[src/design/psq_pkg.sv]
package psq_pkg;

    // ---------------------------------------------------------------
    // widths and timing
    // ---------------------------------------------------------------
    localparam int PC_W            = 10;
    localparam int ROM_W           = 14;
    localparam int DAT_W           = 8;
    localparam int PHASES          = 4;
    localparam logic [1:0] PH_FETCH   = 2'h0;
    localparam logic [1:0] PH_CAPTURE = 2'h2;
    localparam logic [1:0] PH_LAST    = 2'h3;

    // ---------------------------------------------------------------
    // register indices (byte address is four times the index)
    // ---------------------------------------------------------------
    localparam logic [5:0] IDX_PC_LOW   = 6'h06;
    localparam logic [5:0] IDX_TBL_PTR  = 6'h07;
    localparam logic [5:0] IDX_TBL_HIGH = 6'h08;
    localparam logic [5:0] IDX_IRQ_CTRL = 6'h0b;

    // irq control register fields
    localparam int IC_GIE      = 0;
    localparam int IC_EXT_EN   = 1;
    localparam int IC_TMR_EN   = 2;
    localparam int IC_EXT_FLAG = 4;
    localparam int IC_TMR_FLAG = 5;

    // reset values and stack depth
    localparam logic [9:0] PC_RESET    = 10'h000;
    localparam logic [7:0] REG8_RESET  = 8'h00;
    localparam logic [1:0] STK_EMPTY   = 2'h0;
    localparam logic [1:0] STK_DEPTH   = 2'h2;

    // vectors and table page
    localparam logic [9:0] VEC_EXT     = 10'h004;
    localparam logic [9:0] VEC_TMR     = 10'h008;
    localparam logic [1:0] LAST_PAGE   = 2'h3;

    // operation reported by the decoder for the executing instruction
    typedef enum logic [2:0] {
        PSQ_OP_NONE,
        PSQ_OP_SKIP,
        PSQ_OP_JUMP,
        PSQ_OP_CALL,
        PSQ_OP_RET,
        PSQ_OP_INTERRUPT_RETURN,
        PSQ_OP_TRDC,
        PSQ_OP_TRDL
    } psq_op_t;

endpackage

[src/design/psq_sequencer.sv]
`timescale 1ns/1ps
`default_nettype none
module psq_sequencer
    import psq_pkg::*;
(
    input  wire logic                    clk_i,
    input  wire logic                    rst_i,
    // wishbone slave
    input  wire logic [7:0]              wb_adr_i,
    input  wire logic [31:0]             wb_dat_i,
    input  wire logic [3:0]              wb_sel_i,
    input  wire logic                    wb_we_i,
    input  wire logic                    wb_cyc_i,
    input  wire logic                    wb_stb_i,
    output logic [31:0]                  wb_dat_o,
    output logic                         wb_ack_o,
    // program memory
    output logic [psq_pkg::PC_W-1:0]     rom_addr_o,
    input  wire logic [psq_pkg::ROM_W-1:0] rom_data_i,
    // decoder
    output logic [psq_pkg::ROM_W-1:0]    exec_word_o,
    output logic                         exec_valid_o,
    output logic                         cycle_start_o,
    input  wire psq_pkg::psq_op_t        op_i,
    input  wire logic [psq_pkg::PC_W-1:0] target_i,
    input  wire logic                    skip_true_i,
    // table read data towards data memory
    output logic [psq_pkg::DAT_W-1:0]    tbl_data_o,
    output logic                         tbl_wr_o,
    // interrupt sources
    input  wire logic                    ext_int_n_i,
    input  wire logic                    tmr_ovf_i,
    output logic                         irq_ack_o
);

    // ---------------------------------------------------------------
    // declarations
    // ---------------------------------------------------------------
    logic [1:0]       phase, stack_index;
    logic [PC_W-1:0]  pc, tbl_addr, stk0, stk1, push_val, next_pc;
    logic [ROM_W-1:0] fetch_q, hold_q;
    logic [7:0]       table_pointer, table_high_byte, next_rdata;
    logic [5:0]       wb_idx;
    logic             cyc_end, tbl_busy, pcl_flush, stk_full;
    logic             global_irq_enable, ext_en, tmr_en;
    logic             ext_irq_request_flag, tmr_flag;
    logic             ext_int_prev, ext_fall;
    logic             wb_req, wb_wr, wr_pcl, wr_table_address_pointer, wr_ctrl;
    logic             take_ext, take_tmr, irq_take_ok, interrupt_return_now;
    logic             exec_xfer, exec_tbl, exec_skip, do_push, do_pop;

    // true when the executing op changes the program counter
    function automatic logic is_xfer(input psq_op_t op);
        is_xfer = (op == PSQ_OP_JUMP) || (op == PSQ_OP_CALL) ||
                  (op == PSQ_OP_RET)  || (op == PSQ_OP_INTERRUPT_RETURN);
    endfunction

    // ---------------------------------------------------------------
    // phase generator
    // ---------------------------------------------------------------
    // four phases per instruction cycle
    always_ff @(posedge clk_i) begin
        if (rst_i) begin
            phase <= PH_FETCH;
        end else begin
            phase <= phase + 2'h1;
        end
    end

    assign cyc_end = (phase == PH_LAST);

    // pulse marking the first clock of each instruction cycle
    always_ff @(posedge clk_i) begin
        if (rst_i) begin
            cycle_start_o <= 1'b0;
        end else begin
            cycle_start_o <= cyc_end;
        end
    end

    // ---------------------------------------------------------------
    // wishbone decode
    // ---------------------------------------------------------------
    assign wb_req  = wb_cyc_i && wb_stb_i && !wb_ack_o;
    assign wb_idx  = wb_adr_i[7:2];
    assign wb_wr   = wb_req && wb_we_i && wb_sel_i[0];
    assign wr_pcl  = wb_wr && (wb_idx == IDX_PC_LOW);
    assign wr_table_address_pointer = wb_wr && (wb_idx == IDX_TBL_PTR);
    assign wr_ctrl = wb_wr && (wb_idx == IDX_IRQ_CTRL);

    // read mux, stack never visible
    always_comb begin
        next_rdata = REG8_RESET;
        case (wb_idx)
            IDX_PC_LOW:   next_rdata = pc[7:0];
            IDX_TBL_PTR:  next_rdata = table_pointer;
            IDX_TBL_HIGH: next_rdata = table_high_byte;
            IDX_IRQ_CTRL: begin
                next_rdata[IC_GIE]      = global_irq_enable;
                next_rdata[IC_EXT_EN]   = ext_en;
                next_rdata[IC_TMR_EN]   = tmr_en;
                next_rdata[IC_EXT_FLAG] = ext_irq_request_flag;
                next_rdata[IC_TMR_FLAG] = tmr_flag;
            end
            default:      next_rdata = REG8_RESET;
        endcase
    end

    // single-cycle registered answer, every address acked
    always_ff @(posedge clk_i) begin
        if (rst_i) begin
            wb_ack_o <= 1'b0;
            wb_dat_o <= 32'h0000_0000;
        end else begin
            wb_ack_o <= wb_req;
            if (wb_req && !wb_we_i) begin
                wb_dat_o <= {24'h00_0000, next_rdata};
            end
        end
    end

    // table pointer, freely writable
    always_ff @(posedge clk_i) begin
        if (rst_i) begin
            table_pointer <= REG8_RESET;
        end else if (wr_table_address_pointer) begin
            table_pointer <= wb_dat_i[7:0];
        end
    end

    // ---------------------------------------------------------------
    // interrupt requests
    // ---------------------------------------------------------------
    always_ff @(posedge clk_i) begin
        if (rst_i) begin
            ext_int_prev <= 1'b1;
        end else begin
            ext_int_prev <= ext_int_n_i;
        end
    end

    assign ext_fall = ext_int_prev && !ext_int_n_i;
    assign stk_full = (stack_index == STK_DEPTH);

    // requests wait while stack is full or an op owns the cycle
    assign take_ext = cyc_end && global_irq_enable && ext_en &&
                      ext_irq_request_flag && !stk_full;
    assign take_tmr = cyc_end && global_irq_enable && tmr_en &&
                      tmr_flag && !stk_full && !take_ext;

    // control register, hardware set beats clear
    always_ff @(posedge clk_i) begin
        if (rst_i) begin
            global_irq_enable    <= 1'b0;
            ext_en               <= 1'b0;
            tmr_en               <= 1'b0;
            ext_irq_request_flag <= 1'b0;
            tmr_flag             <= 1'b0;
        end else begin
            if (wr_ctrl) begin
                global_irq_enable    <= wb_dat_i[IC_GIE];
                ext_en               <= wb_dat_i[IC_EXT_EN];
                tmr_en               <= wb_dat_i[IC_TMR_EN];
                ext_irq_request_flag <= wb_dat_i[IC_EXT_FLAG];
                tmr_flag             <= wb_dat_i[IC_TMR_FLAG];
            end
            if (irq_take_ok && take_ext) begin
                ext_irq_request_flag <= 1'b0;
                global_irq_enable    <= 1'b0;
            end
            if (irq_take_ok && take_tmr) begin
                tmr_flag          <= 1'b0;
                global_irq_enable <= 1'b0;
            end
            if (interrupt_return_now) begin
                global_irq_enable <= 1'b1;
            end
            if (ext_fall) begin
                ext_irq_request_flag <= 1'b1;
            end
            if (tmr_ovf_i) begin
                tmr_flag <= 1'b1;
            end
        end
    end

    // ---------------------------------------------------------------
    // sequencing decisions for the end of the cycle
    // ---------------------------------------------------------------
    assign exec_xfer = exec_valid_o && is_xfer(op_i);
    assign exec_skip = exec_valid_o && (op_i == PSQ_OP_SKIP) && skip_true_i;
    assign exec_tbl  = exec_valid_o &&
                       ((op_i == PSQ_OP_TRDC) || (op_i == PSQ_OP_TRDL));
    assign irq_take_ok = !tbl_busy && !pcl_flush && !wr_pcl &&
                         !exec_xfer && !exec_skip && !exec_tbl;
    assign interrupt_return_now  = cyc_end && !tbl_busy && !pcl_flush && !wr_pcl &&
                       exec_valid_o && (op_i == PSQ_OP_INTERRUPT_RETURN);

    // stack actions and next program counter
    always_comb begin
        do_push  = 1'b0;
        do_pop   = 1'b0;
        push_val = pc;
        next_pc  = pc;
        if (cyc_end && !tbl_busy && !pcl_flush && !wr_pcl) begin
            if (exec_xfer) begin
                case (op_i)
                    PSQ_OP_JUMP: next_pc = target_i;
                    PSQ_OP_CALL: begin
                        next_pc  = target_i;
                        do_push  = 1'b1;
                        push_val = pc; // return to word after call
                    end
                    PSQ_OP_RET,
                    PSQ_OP_INTERRUPT_RETURN: begin
                        next_pc = stk0;
                        do_pop  = 1'b1;
                    end
                    default: next_pc = pc;
                endcase
            end else if (exec_skip || exec_tbl) begin
                next_pc = pc + 10'h001;
            end else if (irq_take_ok && (take_ext || take_tmr)) begin
                do_push  = 1'b1;
                push_val = pc; // discarded word is re-fetched on return
                next_pc  = take_ext ? VEC_EXT : VEC_TMR;
            end else begin
                next_pc = pc + 10'h001;
            end
        end
    end

    // ---------------------------------------------------------------
    // program counter
    // ---------------------------------------------------------------
    always_ff @(posedge clk_i) begin
        if (rst_i) begin
            pc <= PC_RESET;
        end else if (wr_pcl) begin
            pc <= {pc[9:8], wb_dat_i[7:0]};
        end else begin
            pc <= next_pc;
        end
    end

    // flush the in-flight fetch after a low-byte write
    always_ff @(posedge clk_i) begin
        if (rst_i) begin
            pcl_flush <= 1'b0;
        end else if (wr_pcl && !cyc_end) begin
            pcl_flush <= 1'b1;
        end else if (cyc_end) begin
            pcl_flush <= 1'b0;
        end
    end

    // ---------------------------------------------------------------
    // return stack, top in stk0
    // ---------------------------------------------------------------
    always_ff @(posedge clk_i) begin
        if (rst_i) begin
            stk0        <= PC_RESET;
            stk1        <= PC_RESET;
            stack_index <= STK_EMPTY;
        end else if (do_push) begin
            stk1 <= stk0;
            stk0 <= push_val;
            if (!stk_full) begin
                stack_index <= stack_index + 2'h1;
            end
        end else if (do_pop) begin
            stk0 <= stk1;
            if (stack_index != STK_EMPTY) begin
                stack_index <= stack_index - 2'h1;
            end
        end
    end

    // ---------------------------------------------------------------
    // program memory port and fetch pipeline
    // ---------------------------------------------------------------
    // table cycle borrows the port, otherwise pc fetches
    always_ff @(posedge clk_i) begin
        if (rst_i) begin
            rom_addr_o <= PC_RESET;
        end else begin
            rom_addr_o <= tbl_busy ? tbl_addr : pc;
        end
    end

    // capture the fetched word mid cycle
    always_ff @(posedge clk_i) begin
        if (rst_i) begin
            fetch_q <= 14'h0000;
        end else if (phase == PH_CAPTURE && !tbl_busy) begin
            fetch_q <= rom_data_i;
        end
    end

    // hand fetched word to execute, or insert a dummy cycle
    always_ff @(posedge clk_i) begin
        if (rst_i) begin
            exec_word_o  <= 14'h0000;
            exec_valid_o <= 1'b0;
            hold_q       <= 14'h0000;
        end else if (cyc_end) begin
            if (tbl_busy) begin
                exec_word_o  <= hold_q;
                exec_valid_o <= 1'b1;
            end else if (pcl_flush || wr_pcl || exec_xfer || exec_skip) begin
                exec_valid_o <= 1'b0;
            end else if (exec_tbl) begin
                hold_q       <= fetch_q;
                exec_valid_o <= 1'b0;
            end else if (irq_take_ok && (take_ext || take_tmr)) begin
                exec_valid_o <= 1'b0;
            end else begin
                exec_word_o  <= fetch_q;
                exec_valid_o <= 1'b1;
            end
        end
    end

    // ---------------------------------------------------------------
    // table reads
    // ---------------------------------------------------------------
    always_ff @(posedge clk_i) begin
        if (rst_i) begin
            tbl_busy <= 1'b0;
            tbl_addr <= PC_RESET;
        end else if (cyc_end) begin
            tbl_busy <= !tbl_busy && !pcl_flush && !wr_pcl && exec_tbl;
            if (op_i == PSQ_OP_TRDL) begin
                tbl_addr <= {LAST_PAGE, table_pointer};
            end else begin
                tbl_addr <= {pc[9:8], table_pointer};
            end
        end
    end

    // table word split, high byte kept until next table read
    always_ff @(posedge clk_i) begin
        if (rst_i) begin
            table_high_byte <= REG8_RESET;
            tbl_data_o      <= REG8_RESET;
            tbl_wr_o        <= 1'b0;
        end else begin
            tbl_wr_o <= 1'b0;
            if (tbl_busy && phase == PH_CAPTURE) begin
                table_high_byte <= {2'h0, rom_data_i[13:8]};
                tbl_data_o      <= rom_data_i[7:0];
                tbl_wr_o        <= 1'b1;
            end
        end
    end

    // acknowledge pulse at vector load
    always_ff @(posedge clk_i) begin
        if (rst_i) begin
            irq_ack_o <= 1'b0;
        end else begin
            irq_ack_o <= cyc_end && irq_take_ok && (take_ext || take_tmr);
        end
    end

endmodule
`default_nettype wire

[config.mk]
export PLATFORM = sky130hd
export DESIGN_NAME = psq_sequencer
export DESIGN_NICKNAME = d
export VERILOG_FILES = /design/src/design/psq_pkg.sv /design/src/design/psq_sequencer.sv
export SDC_FILE = /design/constraint.sdc
export NUM_CORES = 1
export LEC_CHECK = 0
export ABC_CLOCK_PERIOD_IN_PS = 2200
export BUFFER_PORTS_ARGS = -buffer_cell sky130_fd_sc_hd__buf_2
export CORE_MARGIN = 2
export CORE_UTILIZATION = 50
export CTS_BUF_LIST = sky130_fd_sc_hd__clkbuf_2 sky130_fd_sc_hd__clkbuf_4 sky130_fd_sc_hd__clkbuf_8
export CTS_CLUSTER_DIAMETER = 60
export CTS_CLUSTER_SIZE = 25
export DETAILED_ROUTE_END_ITERATION = 10
export MAX_ROUTING_LAYER = met4
export PLACE_DENSITY_LB_ADDON = 0.15
export SYNTH_ARGS = -nofsm -noshare
export SYNTH_HDL_FRONTEND = slang
export SYNTH_SLANG_ARGS = --single-unit
export TNS_END_PERCENT = 20
[constraint.sdc]
create_clock -name clk_i -period 2.2 [get_ports clk_i]
set_clock_uncertainty 0.15 [all_clocks]
set_input_delay 0.11 -clock clk_i [delete_from_list [all_inputs] [get_ports clk_i]]
set_output_delay 0.11 -clock clk_i [all_outputs]
set_load 0.01 [all_outputs]
==> impl_metrics.py, run 1 <==
metrics = {
    "run_status": {
        "outcome": "completed",
    },
    "power": {
        "leakagePower_nw": 3.06,
        "max-vdd-ir-drop_mv": 0.400,
        "powerDensity_mw_per_mm2": 646,
    },
    "grt": {
        "grt_use_met1_pct": 32.9,
        "antenna_found_initial": 1,
        "grt_pass1_vias": 5299,
        "grt-busiest-layer": "met2",
        "grt.total_usage_pct": 25.9,
        "overflow": 0,
        "grt_pass1_wl_um": 26400,
        "use_met2_pct": 40.9,
        "use_met3_pct": 5.09,
        "grt_start_max_net_pins": 135,
    },
    "worst_setup_path": {
        "crit_required_ps": 2410,
        "r2r_start": "wb_ack_o$_SDFF_PP0_",
        "cp-start-kind": "flop",
        "cp-startpoint": "wb_ack_o$_SDFF_PP0_",
        "end_kind": "flop",
        "crit_path_max_fanout": 6,
        "worstPathArrival_ps": 2350,
        "critical_path_class": "reg -> reg",
    },
    "place": {
        "port_buffers": 94,
        "dp.cells": 985,
        "place_congestion": 0.904,
        "dpl.hpwl_um": 11500,
    },
    "drt": {
        "drcViolationCount": 0,
        "wl_um": 16600,
        "dr.pass1.iters": 5,
        "drt_iter0_markers": 436,
        "drtAntennaViolNets": 0,
        "vias": 5739,
        "wl_per_cell_um": 15.7,
        "routed_via_density": 5.43,
    },
    "synthesis": {
        "netlist_top_cells_area": "dfxtp_1, mux2i_1, nand2_1, a21oi_1, nor2_1",
        "syn_area_per_cell_um2": 8.70,
        "yosys.area_share.adder_pct": 1.19,
        "synth_compound_area_share_pct": 16.6,
        "ys_seq_area_share_pct": 44.2,
        "ys_warn_count": 0,
        "netlist_instances": 724,
        "synth-simple-area-share_pct": 20.1,
        "synth_top_family_by_area": "simple AND/OR/NAND/NOR gates",
        "ys_ff_latch": 139,
        "synth.mux.area_fraction_pct": 10.9,
        "synth_cell_types": 61,
        "yosys.area.top_type": "dfxtp_1",
        "synth_top_area_share_pct": 44.2,
        "syn-cell-area_mm2": 0.00630,
        "synth_edf_count": 0,
        "synth_xor_area_share_pct": 0.695,
        "ys.flop_type": "dfxtp_1",
        "yosys-top-cells-count": "dfxtp_1, nand2_1, nor2_1, mux2i_1, a21oi_1",
        "async_flop_share_pct": 0,
        "synth_most_common_cell": "dfxtp_1",
    },
    "die": {
        "core_mm2": 0.0122,
        "die_x_um": 116,
        "die_y_um": 116,
        "start_util_pct": 51.8,
        "rows": 40,
        "pin_count": 148,
        "dieArea_mm2": 0.0135,
    },
    "layout": {
        "drive_above_1_share_pct": 23.2,
        "fin_nets": 959,
        "post-route-util_pct": 65.7,
        "synthToLayoutAreaGrowth_pct": 26.9,
        "stdcell_count": 1056,
    },
    "clock_network": {
        "clk-insertion-delay-late_ps": 450,
        "cts.sinks": 139,
        "clk_pin_slew_worst_paths_ps": 80,
        "root_buffer": "clkbuf_8",
        "numCtsBuffers": 17,
        "cts.path.max_buffers": 2,
        "cts_tree": "built",
        "htree_levels": 4,
    },
    "worst_hold_path": {
        "worstHoldStart": "target_i[5]",
        "hold_path_class": "in -> reg",
    },
    "sta": {
        "finalMaxSlewViolations": 0,
        "timing.fmax_mhz": 468,
        "tightest_slew_ps": 706,
        "max-slew-margin-rel_pct": 52.9,
        "fin_crit_ps": 2140,
        "hold_viol_final": 0,
        "setup_viol": 0,
        "whs_ps": 55.5,
        "finalCritPeriodShare_pct": 97.1,
    },
    "job": {
        "drv_cap": 0,
    },
}
==> path summary, 6_finish.rpt <==
check | to | slack (ps) | depth (start not counted)
worst max register to register | pc[2]$_SDFFE_PP0P_ | 60 | 6
worst min-delay path | pc[5]$_SDFFE_PP0P_ | 60 | 4
worst max-delay path | pc[2]$_SDFFE_PP0P_ | 60 | 6
worst min register to register | hold_q[11]$_SDFFE_PP0P_ | 310 | 2
==> cell type report <==
class	instances	area [µm²]
Fill cell	1016	4170
Antenna cell	1	2.50
Tap cell	168	210
Multi-Input combinational cell	527	3300
Timing Repair Buffer	182	1270
Clock inverter	10	116
Clock buffer	22	284
Inverter	7	26.3
Sequential cell	139	2790
==> kinds of logic after synthesis <==
| kind of cell | count (synthesis) |
|---|---|
| AO/OA/AOI/OAI | 159 |
| XOR/XNOR | 5 |
| adder cells (fa/ha/maj) | 6 |
| buffers and inverters | 81 |
| flip-flops | 139 |
| multiplexers | 68 |
| other | 1 |
| AND/OR/NAND/NOR | 265 |
==> layer usage <==
metal | up-vias | routed length [µm]
met4 | 0 | 317
met5 | - | 0
met2 | 168 | 7820
li1 | 2818 | -
met3 | 26 | 843
met1 | 2727 | 7630
==> power breakdown <==
part	internal [mW]	switching (mW)
logic	0.211	0.276
clock network	1.10	0.972
registers	2.56	0.0369
total	3.88	1.29
==> worst max-delay path, cell delays in order (launching register included) <==
cell and delay, ps:
dfxtp_1 320, nand3b_1 330, o41ai_4 350, buf_4 200, nor3_1 50, a311o_1 380
a221oi_2 270
==> metrics by stage <==
step / power (mW) / TNS, ps / cell area [µm²] / setup slack, ps
floorplan: 2.93 / -289 / 6410 / -32.2
global placement: 3.07 / -1160 / 7130 / -65.2
detailed placement: 3.08 / -1820 / 7130 / -136
CTS: 5.19 / 0 / 7900 / 23.0
global route: 5.36 / -1.21 / 7990 / -1.21
finish: 5.17 / 0 / 7990 / 63.6
==> cells in the final DEF (no fill, tap or decap), types with 10 or more instances in the layout <==
master	count
buf_4	48
buf_2	93
conb_1	24
nor2_1	69
nand3b_1	15
dfxtp_1	137
nor3_1	17
mux2i_1	65
a22o_1	10
nand3_1	13
a21oi_1	63
o21ai_0	22
clkbuf_8	19
nand2_1	103
dlygate4sd3_1	35
a211oi_1	25
==> repair_timing <==
| action | in CTS | in global routing |
|---|---|---|
| buffers inserted | 1 | 2 |
| endpoints found under the hold margin | 56 | 0 |
| endpoints found under the setup margin | 31 | 41 |
| pin swaps | 1 | 2 |
| resized for setup | 6 | 15 |
| hold buffers | 35 | 0 |
==> state kept, by name (all words and copies together) (netlist names), 2 cells and up <==
name,flops
stk0,10
table_pointer,8
tbl_data_o,8
pc,10
wb_dat_o,8
stk1,10
tbl_addr,10
exec_word_o,14
fetch_q,14
phase,2
table_high_byte,6
rom_addr_o,10
stack_index,2
hold_q,14
No activity file was read; power rests on OpenSTA's default activity.
==> run 2, diff against run 1 <==
- PLACE_DENSITY: unset -> 0.82
- PLACE_DENSITY_LB_ADDON: 0.15 -> unset
==> run 2 against run 1 <==
Compared with the run above:
- sequential power about the same
- register-to-register slack is essentially flat
- total power increased by 1.7%
- sequential cell count stayed put
- setup slack worse by 2.7 ps
- final cell count down 0.19%
- core utilization is 0.072 points lower
==> impl_metrics.py, run 2 (synthesized netlist as in run 1, its figures left out) <==
metrics = {
    "worst_setup_path": {
        "crit_path_max_fanout": 11,
        "worstPathArrival_ps": 2360,
        "cp_cell_sequence": "ha_2 > or3b_4 > a41oi_4 > nand3_1 > buf_6 > mux2i_1 > a211oi_2",
        "cp-start-kind": "flop",
        "end_kind": "flop",
        "critical_path_class": "reg -> reg",
        "slowest_delay_ps": 410,
        "slowest_stage": "or3b_4",
        "reg2reg_to": "stk0[4]$_SDFFE_PP0P_",
        "ff2ff_path_depth": 7,
        "crit_required_ps": 2420,
        "r2r_start": "phase[0]$_SDFF_PP0_",
        "r2r_setup_slack_ps": 60,
    },
    "clock_network": {
        "root_buffer": "clkbuf_8",
        "cts_tree": "built",
        "post_cts.repair.setup_buffers": 0,
        "clk_pin_slew_worst_paths_ps": 80,
        "cts.path.max_buffers": 2,
        "cts.sinks": 139,
        "clk-insertion-delay-late_ps": 460,
        "numCtsBuffers": 17,
        "htree_levels": 4,
    },
    "drt": {
        "vias": 5780,
        "wl_um": 16700,
        "dr.pass1.iters": 5,
        "drtAntennaViolNets": 0,
        "wl_per_cell_um": 15.9,
        "drcViolationCount": 0,
        "drt_iter0_markers": 514,
        "routed_via_density": 5.48,
    },
    "worst_hold_path": {
        "hold_end": "pc[0]$_SDFFE_PP0P_",
        "worstHoldStart": "target_i[0]",
        "hold_depth": 4,
        "hold_path_class": "in -> reg",
    },
    "place": {
        "dpl.hpwl_um": 11300,
        "port_buffers": 94,
        "dp.cells": 986,
        "place_congestion": 0.898,
    },
    "sta": {
        "setup_viol": 0,
        "hold_viol_final": 0,
        "max-slew-margin-rel_pct": 59.5,
        "fin_crit_ps": 2140,
        "finalCritPeriodShare_pct": 97.2,
        "rsz0062_at_grt": "no",
        "timing.fmax_mhz": 467,
        "tightest_slew_ps": 605,
        "finalMaxSlewViolations": 0,
    },
    "layout": {
        "multi_input_area_mm2": 0.00330,
        "mostFrequentLayoutCell": "dfxtp_1",
        "stdcell_count": 1054,
        "largestRegisters": "exec_word_o x14, fetch_q x14, hold_q x14",
        "fin_nets": 957,
        "layout_common_cells": "dfxtp_1, nand2_1, buf_2, nor2_1, mux2i_1",
        "fillers": 963,
        "post-route-util_pct": 65.6,
        "drive_above_1_share_pct": 23.2,
        "synthToLayoutAreaGrowth_pct": 26.8,
        "ff_latch_area_mm2": 0.00279,
    },
    "power": {
        "leakagePower_nw": 3.08,
        "max-vdd-ir-drop_mv": 0.608,
        "powerDensity_mw_per_mm2": 658,
    },
    "grt": {
        "grt_pass1_vias": 5438,
        "grt_start_max_net_pins": 69,
        "grt_pass1_wl_um": 26500,
        "overflow": 0,
        "grt.total_usage_pct": 25.9,
        "antenna_found_initial": 1,
    },
    "die": {
        "start_util_pct": 51.8,
        "pin_count": 148,
        "core_mm2": 0.0122,
        "die_x_um": 116,
        "rows": 40,
        "die_y_um": 116,
        "dieArea_mm2": 0.0135,
    },
    "run_status": {
        "outcome": "completed",
    },
    "job": {
        "drv_cap": 0,
    },
}
-- run 2: how the worst max path moves through the flow --
stage | startpoint | end | cells after the start
6_report | phase[0]$_SDFF_PP0_ | stk0[4]$_SDFFE_PP0P_ | 7
5_1_grt | phase[0]$_SDFF_PP0_ | stk0[8]$_SDFFE_PP0P_ | 9
4_1_cts | phase[1]$_SDFF_PP0_ | pc[2]$_SDFFE_PP0P_ | 8
3_5_place_dp | phase[1]$_SDFF_PP0_ | stk0[2]$_SDFFE_PP0P_ | 6
3_3_place_gp | wb_adr_i[7] | pc[2]$_SDFFE_PP0P_ | 6
2_1_floorplan | phase[0]$_SDFF_PP0_ | stk0[3]$_SDFFE_PP0P_ | 8
-- run 2: cell type report --
| cell class | count | area share, % |
|---|---|---|
| Antenna cell | 1 | 0.0313 |
| Clock buffer | 21 | 3.62 |
| Clock inverter | 11 | 1.65 |
| Inverter | 7 | 0.329 |
| Multi-Input combinational cell | 527 | 41.3 |
| Sequential cell | 139 | 34.9 |
| Tap cell | 168 | 2.63 |
| Timing Repair Buffer | 180 | 15.5 |
-- run 2: power by group --
group | internal, mW | switching, mW
Sequential | 2.56 | 0.0392
Combinational | 0.208 | 0.275
Clock | 1.14 | 1.03
Total | 3.92 | 1.34
-- run 2: worst max-delay path, delay by kind of cell (launching register included) --
kind                     cells  cell delay, ps
adder cells (fa/ha/maj)      1             190
AND/OR/NAND/NOR              2             530
buffers and inverters        1             180
multiplexers                 1             150
flip-flops                   1             340
AO/OA/AOI/OAI                2             490
-- run 2: layer usage --
layer  vias up  global-route usage, %  routed length (µm)
met3        42                   6.18                 992
met2       211                   39.0                7780
met1      2716                   33.5                7540
met4         0                   10.4                 430
li1       2811                      -                   -
met5         -                      -                   0
-- run 2: what timing repair did --
| action | CTS | global route |
|---|---|---|
| hold buffers | 35 | 0 |
| pin swaps | 0 | 1 |
| gates resized for setup | 4 | 16 |
| hold endpoints to repair | 70 | 0 |
| setup endpoints to repair | 19 | 43 |
-- run 2: stage by stage --
step	TNS (ps)	power [mW]	hold WS [ps]	worst slack, ps	instance area [µm²]
final	0	5.26	55.5	60.9	7980
after global routing	0	5.43	52.7	1.61	7980
after CTS	0	5.27	29.9	39.6	7910
after detailed placement	-717	3.08	195	-107	7120
after global placement	-35.0	3.07	185	-10.1	7120
after floorplan	-289	2.93	66.6	-32.2	6410
==> run 3, diff against run 2 <==
- ABC_CLOCK_PERIOD_IN_PS: 2200 -> 2000
- PLACE_DENSITY: 0.82 -> 0.79
- clock period: 2.2 -> 2 ns (I/O delays scaled with it)
==> run 3 against run 2 <==
Compared with the run above:
- wire length grew 0.40%
- non-clock buffer count is 19 higher
- first-iteration DRC count grew 2.7%
- largest power group unchanged
- combinational power up 16%
- maximum frequency is 0.68% higher
- largest cell class unchanged
- die area unchanged
- core utilization increased by 1.8 points
- critical path depth unchanged
- the flow now finishes with violations (negative setup slack)
==> impl_metrics.py, run 3 (synthesized netlist as in run 1, its figures left out) <==
metrics = {
    "layout": {
        "post-route-util_pct": 67.4,
        "drive_above_1_share_pct": 25.4,
        "synthToLayoutAreaGrowth_pct": 30.2,
        "layout_common_cells": "dfxtp_1, nand2_1, buf_2, nor2_1",
        "stdcell_count": 1072,
        "largestRegisters": "exec_word_o x14, fetch_q x14, hold_q x14",
        "mostFrequentLayoutCell": "dfxtp_1",
        "fin_nets": 976,
        "insertedDiodeCount": 0,
    },
    "drt": {
        "vias": 5916,
        "routed_via_density": 5.52,
        "drtAntennaViolNets": 0,
        "drcViolationCount": 0,
        "dr.pass1.iters": 6,
        "drt_iter0_markers": 528,
        "wl_per_cell_um": 15.7,
        "wl_um": 16800,
    },
    "clock_network": {
        "cts.path.max_buffers": 2,
        "clk-insertion-delay-late_ps": 460,
        "clk_pin_slew_worst_paths_ps": 80,
        "cts.sinks": 139,
        "htree_levels": 4,
        "numCtsBuffers": 17,
        "cts_tree": "built",
        "root_buffer": "clkbuf_8",
    },
    "power": {
        "max-vdd-ir-drop_mv": 0.436,
        "leakagePower_nw": 3.18,
        "powerDensity_mw_per_mm2": 728,
    },
    "sta": {
        "finalCritPeriodShare_pct": 106,
        "tightest_slew_ps": 593,
        "hold_viol_final": 0,
        "fin_crit_ps": 2120,
        "rsz0062_at_grt": "yes",
        "max-slew-margin-rel_pct": 60.3,
        "setup_ws_ps": -125,
        "finalMaxSlewViolations": 0,
        "whs_ps": 35.9,
        "timing.fmax_mhz": 471,
        "setup_viol": 25,
    },
    "grt": {
        "overflow": 0,
        "grt.total_usage_pct": 25.9,
        "grt_pass1_wl_um": 26400,
        "grt_pass1_vias": 5317,
        "grt_start_max_net_pins": 65,
        "antenna_found_initial": 0,
    },
    "die": {
        "pin_count": 148,
        "die_y_um": 116,
        "dieArea_mm2": 0.0135,
        "core_mm2": 0.0122,
        "die_x_um": 116,
        "start_util_pct": 51.8,
        "rows": 40,
    },
    "worst_setup_path": {
        "worstPathArrival_ps": 2340,
        "cp_cell_sequence": "ha_4 > or3b_4 > a41oi_4 > nand3_2 > buf_8 > mux2i_1 > a211oi_1",
        "cp.buffers_inverters": 1,
        "crit_path_max_fanout": 8,
        "end_kind": "flop",
        "slowest_stage": "or3b_4",
        "critical_path_class": "reg -> reg",
        "slowest_delay_ps": 400,
        "cp-start-kind": "flop",
        "crit_required_ps": 2220,
        "cp_top_family": "simple AND/OR/NAND/NOR gates",
    },
    "place": {
        "place_ws_ps": -165,
        "place_congestion": 0.907,
        "dp.cells": 1006,
        "port_buffers": 94,
        "dpl.hpwl_um": 11300,
    },
    "worst_hold_path": {
        "hold_path_class": "in -> reg",
    },
    "job": {
        "drv_cap": 0,
    },
    "run_status": {
        "outcome": "finished with violations",
        "violations": "negative setup slack",
    },
}
run 3: final timing paths:
| path | to | start | slack, ps | depth (start not counted) |
|---|---|---|---|---|
| max | stk0[9]$_SDFFE_PP0P_ | phase[0]$_SDFF_PP0_ | -120 | 7 |
| min | pc[5]$_SDFFE_PP0P_ | target_i[5] | 40 | 4 |
| max reg2reg | stk0[9]$_SDFFE_PP0P_ | phase[0]$_SDFF_PP0_ | -120 | 7 |
| min reg2reg | tbl_data_o[7]$_SDFFE_PP0P_ | tbl_data_o[7]$_SDFFE_PP0P_ | 300 | 2 |
run 3: repair_timing:
action | CTS | global route
pin swaps | 12 | 4
gates resized for setup | 6 | 12
setup endpoints to repair | 43 | 53
buffers inserted | 1 | 1
hold endpoints to repair | 62 | 0
hold buffers | 32 | 0
run 3: per-stage QoR:
step                      setup TNS [ps]  power [mW]  area (µm²)
after floorplan                     -587        3.23        6480
after global placement             -1850        3.40        7330
after detailed placement           -3460        3.41        7330
after CTS                          -1110        5.99        8140
after global routing               -3580        6.19        8200
final                              -1090        5.97        8200
run 3: routing by layer:
metal	up-vias	part of all wire [%]	GRT usage (%)
li1	2850	-	-
met1	2758	44	32.7
met2	270	47	39.6
met3	38	6.7	7.06
met4	0	2.5	10.1
met5	-	0	-
run 3: layout make-up:
class,count,area (µm²)
Inverter,7,26.3
Sequential cell,139,2790
Fill cell,944,3960
Clock inverter,13,189
Timing Repair Buffer,199,1410
Tap cell,168,210
Multi-Input combinational cell,527,3320
Clock buffer,19,262
run 3: where the power goes:
| group | leakage, nW | total [mW] | switching, mW | internal [mW] |
|---|---|---|---|---|
| registers | 1.12 | 2.86 | 0.0383 | 2.82 |
| clock network | 0.223 | 2.55 | 1.12 | 1.43 |
| logic | 1.83 | 0.560 | 0.316 | 0.245 |
| total | 3.18 | 5.97 | 1.47 | 4.50 |
run 3: worst reg2reg max path, stage by stage, from the launching register on:
cell,delay (ps)
dfxtp_2,350
ha_4,160
or3b_4,400
a41oi_4,290
nand3_2,160
buf_8,180
mux2i_1,130
a211oi_1,220
